**src/hdl/bus_cycle_pkg.sv**
```systemverilog
// Constants, types and carriers for the local bus cycle sequencer.
// Assumes a single 100 MHz clock and a synchronous active-high reset.
//
// Notes on behaviour
// - Each bus cycle spans at least two clocks
// - Strobe in first clock with address valid
// - Ready sampled from second clock end onward
// - Parity result shown one clock after read
// - Burst items arrive every clock after first
// - Writes never burst on full width bus
// - Last-transfer high in second clock offers burst; code also drives it high for non-final items of unburstable cycles
// - Burst stays in one 16-byte block
// - Multi-item reads may burst, only needed bytes
// - Unburstable cycles treat burst ready as ready
// - Both readies active means non-burst completion
// - Last-transfer low in final data cycle, held while idle
// - Item count from size, alignment, cacheable
// - Cut burst keeps order, last stays high
// - Non-burst transfer is chain of single cycles
// - Strobe only for first item of a burst
// - Burst order follows starting word exclusive-or
// - Cut burst restarts strobe immediately
package bus_cycle_pkg;

  // -------------------------------------------------------------
  // Sizes and geometry
  // -------------------------------------------------------------
  localparam int unsigned DATA_W = 32;
  localparam int unsigned WORD_ADDR_W = 30;
  localparam int unsigned LINE_ITEMS = 4;
  localparam int unsigned FIFO_DEPTH = 16;
  localparam logic [2:0] SIZE_1B = 3'h0;
  localparam logic [2:0] SIZE_2B = 3'h1;
  localparam logic [2:0] SIZE_4B = 3'h2;
  localparam logic [2:0] SIZE_8B = 3'h3;
  localparam logic [2:0] SIZE_16B = 3'h4;
  localparam logic [2:0] ITEMS_FILL = 3'h4;
  localparam logic [3:0] LANES_ALL_N = 4'h0;
  localparam logic [3:0] LANES_NONE_N = 4'hf;

  // -------------------------------------------------------------
  // Reset values of the bus outputs
  // -------------------------------------------------------------
  localparam logic STROBE_IDLE_N = 1'b1;
  localparam logic LAST_IDLE_N = 1'b0;
  localparam logic PARITY_IDLE_N = 1'b1;

  // -------------------------------------------------------------
  // Carriers
  // -------------------------------------------------------------
  typedef struct packed {
    logic [31:0] addr;
    logic [2:0] size;
    logic write;
    logic mem_io;
    logic data_code;
    logic burstable;
    logic fill_ok;
    logic [31:0] wdata;
  } req_s;

  typedef struct packed {
    logic [31:0] data;
    logic [29:0] word_addr;
    logic width_byte;
    logic width_half;
    logic fill;
  } rd_s;

  typedef enum logic [1:0] {
    ST_IDLE,
    ST_FIRST,
    ST_SECOND
  } bus_state_e;

endpackage

```
**src/hdl/read_fifo.sv**
```systemverilog
// Read data buffer between bus sequencer and internal consumer.
// Assumes the writer checks level before committing to pushes.
`timescale 1ns/1ps
module read_fifo #(
  parameter int unsigned WIDTH = 64,
  parameter int unsigned DEPTH = 16,
  parameter int unsigned LW = $clog2(DEPTH + 1)
) (
  input wire logic clk,
  input wire logic rst,
  input wire logic in_valid,
  output logic in_ready,
  input wire logic [WIDTH-1:0] in_data,
  output logic out_valid,
  input wire logic out_ready,
  output logic [WIDTH-1:0] out_data,
  output logic [LW-1:0] level
);
  localparam int unsigned PW = (DEPTH > 1) ? $clog2(DEPTH) : 1;

  logic [WIDTH-1:0] mem_ff [DEPTH];
  logic [PW-1:0] wr_ptr_ff;
  logic [PW-1:0] rd_ptr_ff;
  logic [LW-1:0] count_ff;
  logic [LW-1:0] nxt_count;
  logic valid_ff;
  logic push;
  logic pop;

  assign in_ready = count_ff < LW'(DEPTH);
  // Valid kept in its own flop so the output leaves a register
  assign out_valid = valid_ff;
  assign out_data = mem_ff[rd_ptr_ff];
  assign level = count_ff;
  assign push = in_valid && in_ready;
  assign pop = out_valid && out_ready;

  function automatic logic [PW-1:0] bump(input logic [PW-1:0] p);
    bump = (p == PW'(DEPTH - 1)) ? '0 : p + PW'(1);
  endfunction

  always_ff @(posedge clk) begin
    if (push) begin
      mem_ff[wr_ptr_ff] <= in_data;
    end
  end

  always_comb begin
    nxt_count = count_ff;
    if (push && !pop) begin
      nxt_count = count_ff + LW'(1);
    end else if (pop && !push) begin
      nxt_count = count_ff - LW'(1);
    end
  end

  always_ff @(posedge clk) begin
    if (rst) begin
      wr_ptr_ff <= '0;
      rd_ptr_ff <= '0;
      count_ff <= '0;
      valid_ff <= 1'b0;
    end else begin
      if (push) begin
        wr_ptr_ff <= bump(wr_ptr_ff);
      end
      if (pop) begin
        rd_ptr_ff <= bump(rd_ptr_ff);
      end
      count_ff <= nxt_count;
      valid_ff <= nxt_count != '0;
    end
  end

endmodule

```
**src/hdl/parity_check.sv**
```systemverilog
// Even byte parity checker for read data taken off the bus.
// Assumes one parity bit per byte lane, sampled with the data.
`timescale 1ns/1ps
module parity_check
  import bus_cycle_pkg::*;
(
  input wire logic clk,
  input wire logic rst,
  input wire logic strobe,
  input wire logic [31:0] data,
  input wire logic [3:0] par,
  output logic parity_error_n
);
  logic bad;

  always_comb begin
    bad = 1'b0;
    for (int i = 0; i < 4; i++) begin
      bad = bad | (^{data[8*i +: 8], par[i]});
    end
  end

  // Result appears the clock after the read item was strobed in
  always_ff @(posedge clk) begin
    if (rst) begin
      parity_error_n <= PARITY_IDLE_N;
    end else begin
      parity_error_n <= !(strobe && bad);
    end
  end

endmodule

```
**src/hdl/bus_cycle_unit.sv**
```systemverilog
// Local bus cycle sequencer: single, multiple and burst data cycles.
// Assumes system logic drives ready, burst ready, cacheable and widths
// synchronously, and an internal requester holding req until taken.
`timescale 1ns/1ps
module bus_cycle_unit
  import bus_cycle_pkg::*;
#(
  parameter int unsigned DEPTH = FIFO_DEPTH
) (
  input wire logic clk,
  input wire logic rst,
  input wire logic req_valid,
  output logic req_ready,
  input wire req_s req,
  output logic rd_valid,
  input wire logic rd_ready,
  output rd_s rd,
  output logic [29:0] address,
  output logic [3:0] byte_lane_enables_n,
  output logic mem_io,
  output logic data_code,
  output logic write,
  output logic address_strobe_n,
  output logic last_transfer_n,
  input wire logic ready_n,
  input wire logic burst_ready_n,
  input wire logic cacheable_n,
  input wire logic width_byte_n,
  input wire logic width_half_n,
  input wire logic [31:0] data_in,
  input wire logic [3:0] data_par_in,
  output logic [31:0] data_out,
  output logic data_oe,
  output logic parity_error_n
);
  localparam int unsigned LW = $clog2(DEPTH + 1);
  localparam logic [LW-1:0] ROOM = LW'(DEPTH - LINE_ITEMS);

  // -------------------------------------------------------------
  // Helpers
  // -------------------------------------------------------------
  function automatic logic [2:0] size_bytes(input logic [2:0] s);
    unique case (s)
      SIZE_1B: size_bytes = 3'h1;
      SIZE_2B: size_bytes = 3'h2;
      default: size_bytes = 3'h4;
    endcase
  endfunction

  // Operand of up to four bytes that spills into the next word
  function automatic logic crosses(input logic [1:0] off, input logic [2:0] s);
    crosses = (s <= SIZE_4B) && ({1'b0, off} + size_bytes(s) > 3'h4);
  endfunction

  function automatic logic [2:0] items_of(input logic [1:0] off, input logic [2:0] s);
    if (s == SIZE_16B) begin
      items_of = 3'h4;
    end else if (s == SIZE_8B) begin
      items_of = 3'h2;
    end else begin
      items_of = crosses(off, s) ? 3'h2 : 3'h1;
    end
  endfunction

  // Lanes of one part; high-order part goes first on a split
  function automatic logic [3:0] lanes_n(input logic [1:0] off, input logic [2:0] s, input logic hi);
    logic [7:0] m;
    m = 8'h0;
    if (s > SIZE_4B) begin
      lanes_n = LANES_ALL_N;
    end else begin
      m = 8'((9'h1 << size_bytes(s)) - 9'h1) << off;
      lanes_n = hi ? ~m[7:4] : ~m[3:0];
    end
  endfunction

  // Fixed order inside the 16-byte block from the starting word
  function automatic logic [1:0] order_word(input logic [1:0] start, input logic [1:0] idx);
    order_word = start ^ idx;
  endfunction

  // -------------------------------------------------------------
  // State
  // -------------------------------------------------------------
  bus_state_e state_ff;
  bus_state_e nxt_state;
  req_s req_ff;
  logic [29:0] base_ff;
  logic [1:0] idx_ff;
  logic [2:0] left_ff;
  logic first_ff;
  logic cross_ff;
  logic fill_ff;
  logic ken_q_ff;
  logic wb_q_ff;
  logic wh_q_ff;
  logic req_ready_ff;
  logic [29:0] address_ff;
  logic [3:0] lanes_ff;
  logic strobe_n_ff;
  logic last_n_ff;
  logic [31:0] dout_ff;
  logic oe_ff;

  logic accept;
  logic take;
  logic by_burst;
  logic go_fill;
  logic [2:0] nxt_left;
  logic burst_ok;
  logic [1:0] nxt_idx;
  logic [29:0] nxt_address;
  logic [3:0] nxt_lanes;
  logic nxt_last_n;
  logic fill_possible;
  logic fifo_in_ready;
  logic [LW-1:0] fifo_level;
  rd_s push_data;
  logic [2:0] items_new;

  assign accept = state_ff == ST_IDLE && req_valid && req_ready_ff;
  // Ready is not looked at in the strobe clock
  assign take = state_ff == ST_SECOND && (!ready_n || !burst_ready_n);
  assign fill_possible = !req_ff.write && req_ff.fill_ok && !cross_ff;
  // Fill decided on cacheable as it stood the clock before ready
  assign go_fill = take && first_ff && fill_possible && !ken_q_ff;
  // Burst only for multi-item reads of a burstable kind, never writes
  assign burst_ok = !req_ff.write && req_ff.burstable && !cross_ff && (left_ff > 3'h1 || go_fill);
  // Ready wins over burst ready; unburstable cycles end on either
  assign by_burst = ready_n && !burst_ready_n && burst_ok;
  assign items_new = items_of(req.addr[1:0], req.size);

  always_comb begin
    nxt_left = left_ff;
    if (go_fill && left_ff < ITEMS_FILL) begin
      nxt_left = ITEMS_FILL - 3'h1;
    end else if (take) begin
      nxt_left = left_ff - 3'h1;
    end
  end

  // -------------------------------------------------------------
  // Sequencer
  // -------------------------------------------------------------
  always_comb begin
    nxt_state = state_ff;
    unique case (state_ff)
      ST_IDLE: begin
        if (accept) begin
          nxt_state = ST_FIRST;
        end
      end
      ST_FIRST: begin
        nxt_state = ST_SECOND;
      end
      ST_SECOND: begin
        if (take) begin
          if (nxt_left == 3'h0) begin
            nxt_state = ST_IDLE;
          end else if (by_burst) begin
            nxt_state = ST_SECOND;
          end else begin
            nxt_state = ST_FIRST;
          end
        end
      end
    endcase
  end

  always_ff @(posedge clk) begin
    if (rst) begin
      state_ff <= ST_IDLE;
    end else begin
      state_ff <= nxt_state;
    end
  end

  always_ff @(posedge clk) begin
    if (rst) begin
      ken_q_ff <= 1'b1;
      wb_q_ff <= 1'b1;
      wh_q_ff <= 1'b1;
    end else begin
      ken_q_ff <= cacheable_n;
      wb_q_ff <= width_byte_n;
      wh_q_ff <= width_half_n;
    end
  end

  // -------------------------------------------------------------
  // Transfer bookkeeping
  // -------------------------------------------------------------
  always_ff @(posedge clk) begin
    if (rst) begin
      req_ff <= '0;
      base_ff <= '0;
      idx_ff <= '0;
      left_ff <= '0;
      first_ff <= 1'b0;
      cross_ff <= 1'b0;
      fill_ff <= 1'b0;
    end else if (accept) begin
      req_ff <= req;
      // Write bytes rotated onto their lanes for either part
      req_ff.wdata <= (req.wdata << {req.addr[1:0], 3'h0}) | (req.wdata >> {~req.addr[1:0] + 2'h1, 3'h0});
      base_ff <= req.addr[31:2];
      idx_ff <= '0;
      left_ff <= items_new;
      first_ff <= 1'b1;
      cross_ff <= crosses(req.addr[1:0], req.size);
      fill_ff <= 1'b0;
    end else if (take) begin
      idx_ff <= nxt_idx;
      left_ff <= nxt_left;
      first_ff <= 1'b0;
      if (go_fill) begin
        fill_ff <= 1'b1;
      end
    end
  end

  assign nxt_idx = idx_ff + 2'h1;

  // Next item address: split operands step down a word, others follow order
  always_comb begin
    nxt_address = address_ff;
    nxt_lanes = lanes_ff;
    if (accept) begin
      if (crosses(req.addr[1:0], req.size)) begin
        nxt_address = req.addr[31:2] + 30'h1;
      end else begin
        nxt_address = req.addr[31:2];
      end
      nxt_lanes = lanes_n(req.addr[1:0], req.size, crosses(req.addr[1:0], req.size));
    end else if (take && nxt_left != 3'h0) begin
      if (cross_ff) begin
        nxt_address = base_ff;
        nxt_lanes = lanes_n(req_ff.addr[1:0], req_ff.size, 1'b0);
      end else begin
        // Upper bits and cycle definition held across the block
        nxt_address = {base_ff[29:2], order_word(base_ff[1:0], nxt_idx)};
        nxt_lanes = LANES_ALL_N;
      end
    end
  end

  // Low when the coming data cycle is known to be the final one; held while idle
  always_comb begin
    nxt_last_n = last_n_ff;
    if (nxt_state == ST_FIRST) begin
      nxt_last_n = !(accept ? items_new == 3'h1 : nxt_left == 3'h1);
    end else if (nxt_state == ST_SECOND) begin
      nxt_last_n = !((take ? nxt_left : left_ff) == 3'h1 && !(first_ff && !take && fill_possible && !cacheable_n));
    end
  end

  // -------------------------------------------------------------
  // Bus outputs
  // -------------------------------------------------------------
  always_ff @(posedge clk) begin
    if (rst) begin
      strobe_n_ff <= STROBE_IDLE_N;
      last_n_ff <= LAST_IDLE_N;
      address_ff <= '0;
      lanes_ff <= LANES_NONE_N;
    end else begin
      strobe_n_ff <= nxt_state != ST_FIRST;
      last_n_ff <= nxt_last_n;
      address_ff <= nxt_address;
      lanes_ff <= nxt_lanes;
    end
  end

  always_ff @(posedge clk) begin
    if (rst) begin
      dout_ff <= '0;
      oe_ff <= 1'b0;
    end else begin
      oe_ff <= nxt_state != ST_IDLE && (accept ? req.write : req_ff.write);
      if (accept) begin
        dout_ff <= (req.wdata << {req.addr[1:0], 3'h0}) | (req.wdata >> {~req.addr[1:0] + 2'h1, 3'h0});
      end
    end
  end

  // Room for a whole line of reads, counting the item pushed this clock
  always_ff @(posedge clk) begin
    if (rst) begin
      req_ready_ff <= 1'b0;
    end else begin
      req_ready_ff <= nxt_state == ST_IDLE && !accept && fifo_level + LW'(take && !req_ff.write) <= ROOM;
    end
  end

  assign req_ready = req_ready_ff;
  assign address = address_ff;
  assign byte_lane_enables_n = lanes_ff;
  assign mem_io = req_ff.mem_io;
  assign data_code = req_ff.data_code;
  assign write = req_ff.write;
  assign address_strobe_n = strobe_n_ff;
  assign last_transfer_n = last_n_ff;
  assign data_out = dout_ff;
  assign data_oe = oe_ff;

  // -------------------------------------------------------------
  // Read path
  // -------------------------------------------------------------
  always_comb begin
    push_data.data = data_in;
    push_data.word_addr = address_ff;
    push_data.width_byte = !wb_q_ff;
    push_data.width_half = !wh_q_ff;
    push_data.fill = fill_ff || go_fill;
  end

  read_fifo #(
    .WIDTH($bits(rd_s)),
    .DEPTH(DEPTH),
    .LW(LW)
  ) u_fifo (
    .clk(clk),
    .rst(rst),
    .in_valid(take && !req_ff.write && fifo_in_ready),
    .in_ready(fifo_in_ready),
    .in_data(push_data),
    .out_valid(rd_valid),
    .out_ready(rd_ready),
    .out_data(rd),
    .level(fifo_level)
  );

  parity_check u_parity (
    .clk(clk),
    .rst(rst),
    .strobe(take && !req_ff.write),
    .data(data_in),
    .par(data_par_in),
    .parity_error_n(parity_error_n)
  );

endmodule

```
**config.mk**
```make
export PLATFORM = sky130hd
export DESIGN_NAME = bus_cycle_unit
export DESIGN_NICKNAME = d
export VERILOG_FILES = /design/src/hdl/bus_cycle_pkg.sv /design/src/hdl/read_fifo.sv /design/src/hdl/parity_check.sv /design/src/hdl/bus_cycle_unit.sv
export SDC_FILE = /design/constraint.sdc
export NUM_CORES = 1
export LEC_CHECK = 0
export ABC_AREA = 1
export BUFFER_PORTS_ARGS = -buffer_cell sky130_fd_sc_hd__buf_2
export CAP_MARGIN = 5
export CORE_ASPECT_RATIO = 0.9
export CORE_MARGIN = 3
export CORE_UTILIZATION = 40
export DETAILED_ROUTE_END_ITERATION = 6
export HOLD_SLACK_MARGIN = 0.15
export PLACE_DENSITY = 0.56
export REMOVE_ABC_BUFFERS = 1
export SYNTH_ARGS = -nofsm -noshare
export SYNTH_HDL_FRONTEND = slang
export SYNTH_SLANG_ARGS = --single-unit
```
**constraint.sdc**
```tcl
create_clock -name clk -period 5 [get_ports clk]
set_input_delay 1 -clock clk [delete_from_list [all_inputs] [get_ports clk]]
set_output_delay 1 -clock clk [all_outputs]
set_load 0.05 [all_outputs]
```
==> run_summary.xml <==
<?xml version="1.0" encoding="UTF-8"?>
<metrics>
  <group name="status">
    <metric name="outcome" unit="">finished clean</metric>
  </group>
  <group name="power">
    <metric name="power.share.combinational" unit="">0.201</metric>
    <metric name="seqPwrFrac" unit="">0.443</metric>
    <metric name="power.net_switching" unit="mW">7.79</metric>
    <metric name="post-layout-total-power" unit="mW">25.8</metric>
    <metric name="power.density_cell_area" unit="mW/mm^2">453</metric>
    <metric name="vdd_drop_max" unit="uV">291</metric>
    <metric name="power.share.clock" unit="">0.355</metric>
    <metric name="intPower" unit="mW">18.0</metric>
    <metric name="p_sw_frac" unit="">0.302</metric>
    <metric name="p_leak" unit="nW">20.4</metric>
  </group>
  <group name="placed_design">
    <metric name="portBuffers" unit="">256</metric>
    <metric name="post-place-ws" unit="ns">0.811</metric>
    <metric name="detailedPlacementHpwl" unit="um">72800</metric>
    <metric name="gp_routability_congestion" unit="">0.828</metric>
    <metric name="dp_cells" unit="">5742</metric>
  </group>
  <group name="cells_and_area">
    <metric name="nets" unit="">4394</metric>
    <metric name="utilization" unit="">0.462</metric>
    <metric name="syn_to_final_growth" unit="%">14.3</metric>
    <metric name="drive_above_1_share" unit="">0.138</metric>
    <metric name="number_of_fill_cells_in_the_layout" unit="">11169</metric>
    <metric name="count_of_non_filler_cells_in_the_finished_layout" unit="">5971</metric>
  </group>
  <group name="cts">
    <metric name="clock_path_buffers" unit="">3</metric>
    <metric name="cts-hold-fix-buffers" unit="">0</metric>
    <metric name="clock_sinks" unit="">1182</metric>
    <metric name="worst_setup_hold_path_clk_slew" unit="ns">0.06</metric>
    <metric name="clock_tree_from_tritoncts" unit="">built</metric>
    <metric name="cts_inserted_buffers" unit="">118</metric>
    <metric name="htree_num_levels" unit="">3</metric>
    <metric name="worstSkewPairLatency" unit="ns">0.75</metric>
    <metric name="setup_repair_bufs_after_cts" unit="">0</metric>
    <metric name="count_of_cells_resized_by_post_cts_repair" unit="">0</metric>
    <metric name="clock-root-buffer" unit="">clkbuf_16</metric>
  </group>
  <group name="synth">
    <metric name="synth-main-ff-cell" unit="">edfxtp_1</metric>
    <metric name="post_synth_instance_area" unit="sq mm">0.0498</metric>
    <metric name="synthesis.instances" unit="">4053</metric>
    <metric name="yosys-top-cells-count" unit="">edfxtp_1 (1040), nand2_1 (417), inv_1 (413), o21ai_0 (413), a21oi_1 (342)</metric>
    <metric name="synth-warning-count" unit="">0</metric>
    <metric name="netlist.area_leader.share" unit="">0.627</metric>
    <metric name="synth_cell_type_count" unit="">52</metric>
    <metric name="synth.top_cells.by_area" unit="">edfxtp_1 (63%), dfxtp_1 (5.7%), mux2i_1 (5.3%)</metric>
    <metric name="synth_enable_flop_cells" unit="">1040</metric>
    <metric name="syn_area_cell" unit="sq um">12.3</metric>
    <metric name="ys_seq_area_frac" unit="">0.684</metric>
    <metric name="asyncSetResetFlopFracSynth" unit="">0</metric>
    <metric name="ys_ff_latch" unit="">1182</metric>
    <metric name="synthMostInstantiatedCell" unit="">edfxtp_1</metric>
    <metric name="netlist.top_cell.by_area" unit="">edfxtp_1</metric>
  </group>
  <group name="detailed_routing">
    <metric name="route.detailed.drc" unit="">0</metric>
    <metric name="drt.antenna.violating_nets" unit="">0</metric>
    <metric name="routed_wirelength" unit="um">133000</metric>
    <metric name="firstDrtPassIters" unit="">6</metric>
    <metric name="routed_wire_length_per_instance" unit="um">22.3</metric>
    <metric name="vias_per_cell" unit="">5.30</metric>
    <metric name="first_iter_violations" unit="">2683</metric>
    <metric name="detailroute.via_count" unit="">31619</metric>
  </group>
  <group name="die">
    <metric name="die_h" unit="um">341</metric>
    <metric name="fp-row-count" unit="">122</metric>
    <metric name="start_util" unit="">0.404</metric>
    <metric name="pin_count" unit="">257</metric>
    <metric name="design.core.area" unit="sq mm">0.123</metric>
    <metric name="die_area" unit="sq mm">0.129</metric>
    <metric name="die_extent_in_x" unit="um">378</metric>
  </group>
  <group name="global_route">
    <metric name="grt.overflow.total" unit="">0</metric>
    <metric name="grt_antenna_before_repair" unit="">28</metric>
    <metric name="grt_start_max_net_pins" unit="">176</metric>
    <metric name="first_global_vias" unit="">30691</metric>
    <metric name="wire_length_of_the_first_global_routing_pass" unit="um">199000</metric>
    <metric name="grt.total_usage" unit="">0.205</metric>
  </group>
  <group name="critical_path">
    <metric name="worstSetupEndpointType" unit="">primary output</metric>
    <metric name="crit_path_max_incr_delay" unit="ns">0.74</metric>
    <metric name="kind_of_launch_point_of_the_worst_setup_path" unit="">flop</metric>
    <metric name="worstPathRequired" unit="ns">4.00</metric>
    <metric name="critPathMaxFanout" unit="">84</metric>
    <metric name="cp.buffers_inverters" unit="">3</metric>
    <metric name="setup.worst_path.class" unit="">flop to primary output</metric>
    <metric name="critical-path-top-delay-family" unit="">buffers and inverters</metric>
    <metric name="cp_cell_sequence" unit="">inv_8 &gt; buf_4 &gt; o21ai_0 &gt; o211ai_1 &gt; nand2_1 &gt; buf_2</metric>
    <metric name="critPathSlowestCell" unit="">dfxtp_4</metric>
    <metric name="worstPathArrival" unit="ns">3.17</metric>
  </group>
  <group name="timing">
    <metric name="fin_worst_skew" unit="ns">0.0463</metric>
    <metric name="finalSetupViolations" unit="">0</metric>
    <metric name="report.final.hold_viol_count" unit="">0</metric>
    <metric name="layout_setup_ws" unit="ns">0.828</metric>
    <metric name="tightestPinTransition" unit="ns">1.10</metric>
    <metric name="fmax" unit="MHz">240</metric>
    <metric name="timing.final.crit_share" unit="">0.834</metric>
    <metric name="drv_slew" unit="">0</metric>
    <metric name="rsz0062_at_grt" unit="">no</metric>
    <metric name="max_slew_headroom_at_the_worst_pin" unit="">0.266</metric>
    <metric name="fin_hold_ws" unit="ns">0.442</metric>
    <metric name="final_period_minus_worst_setup_slack" unit="ns">4.17</metric>
  </group>
  <group name="min_path">
    <metric name="worst_hold_path_type" unit="">input port to flop</metric>
  </group>
  <group name="run">
    <metric name="max_cap_violations" unit="">0</metric>
  </group>
</metrics>
## final timing paths
path                                     endpoint                startpoint  cells past startpoint  slack, ns
setup reg to reg  u_fifo.mem_ff[13][62]$_DFFE_PP_    state_ff[0]$_SDFF_PP0_                     10       2.16
hold / removal                 wb_q_ff$_SDFF_PP1_              width_byte_n                      2       0.44
hold reg to reg          data_out[4]$_SDFFE_PP0P_  data_out[4]$_SDFFE_PP0P_                      2       0.46
setup / recovery                           rd[61]                      flop                      6       0.83
## sequential cells by signal, summed over array words and instances (netlist names), 3 cells and up, named ones only
| register | flops |
|---|---|
| address | 30 |
| base_ff | 30 |
| byte_lane_enables_n | 4 |
| data_out | 32 |
| left_ff | 3 |
| req_ff | 7 |
| u_fifo.level | 5 |
| u_fifo.mem_ff | 1040 |
| u_fifo.rd_ptr_ff | 4 |
| u_fifo.wr_ptr_ff | 4 |
## routing by layer
metal | GRT usage | vias up | share of wire
met4 | 0.0497 | 14 | 0.023
met1 | 0.283 | 15528 | 0.45
met3 | 0.0459 | 244 | 0.063
met5 | 0 | - | 0.00069
li1 | - | 14993 | -
met2 | 0.331 | 840 | 0.47
## cell usage in the layout (no fill, tap or decap), types with 4 or more instances in the layout
| master | instances |
|---|---|
| edfxtp_1 | 1040 |
| nand2_1 | 417 |
| o21ai_0 | 413 |
| inv_1 | 411 |
| a21oi_1 | 342 |
| o211ai_1 | 271 |
| mux2i_1 | 265 |
| buf_2 | 256 |
| dfxtp_1 | 138 |
| nor2_1 | 134 |
| nand3_1 | 132 |
| clkbuf_16 | 121 |
| buf_4 | 64 |
| clkinv_2 | 32 |
| ha_1 | 26 |
| buf_12 | 25 |
| nor2_4 | 21 |
| nor3_1 | 20 |
| clkbuf_1 | 19 |
| clkinv_1 | 18 |
| xnor2_1 | 18 |
| o21ai_1 | 17 |
| bufinv_16 | 16 |
| xor2_1 | 12 |
| diode_2 | 9 |
| nand2_2 | 8 |
| nand3b_1 | 8 |
| nand4_1 | 8 |
| clkbuf_8 | 8 |
| or2_2 | 7 |
| nor2_2 | 6 |
| inv_2 | 6 |
| a32o_1 | 6 |
| a31oi_1 | 6 |
| or2_1 | 5 |
| a22oi_1 | 4 |
| o22ai_1 | 4 |
| dfxtp_4 | 4 |
## kinds of logic (layout without fill, tap and decap cells)
kind of cell	count (synthesis)	after routing	share of synthesized area
multiplexers	265	265	0.0532
AO/OA/AOI/OAI	1081	1081	0.124
buffers and inverters	692	989	0.0592
adder cells (fa/ha/maj)	27	27	0.00693
XOR/XNOR	30	30	0.00527
flip-flops	1182	1182	0.684
other	0	9	0
AND/OR/NAND/NOR	776	776	0.0673
## power groups by stage
stage                     Clock (mW)  Sequential (mW)  Combinational (mW)
final                           9.17             11.4                5.19
after global routing            9.79             11.5                5.71
after detailed placement           0             11.7                5.25
after CTS                       9.39             11.4                5.26
after global placement             0             11.6                5.22
after floorplan                    0             12.3                3.37
## metrics by stage
step / setup TNS (ns) / area, sq um
3_5_place_dp: 0 / 52900
3_3_place_gp: 0 / 52900
4_1_cts: 0 / 57000
2_1_floorplan: -906.94 / 48500
5_1_grt: 0 / 57000
6_report: 0 / 57000
## cell type report
type                    count  area [sq um]  area share
diodes                      9          22.5    0.000395
clock buffers             149          3210      0.0564
clock inverters            71           840      0.0147
inverters                 424          1610      0.0282
multi-input cells        2179         12900       0.227
flip-flops and latches   1182         34100       0.598
well taps                1612          2020      0.0354
repair buffers            345          2260      0.0397
Note: power is estimated with default switching activity, not from simulation.
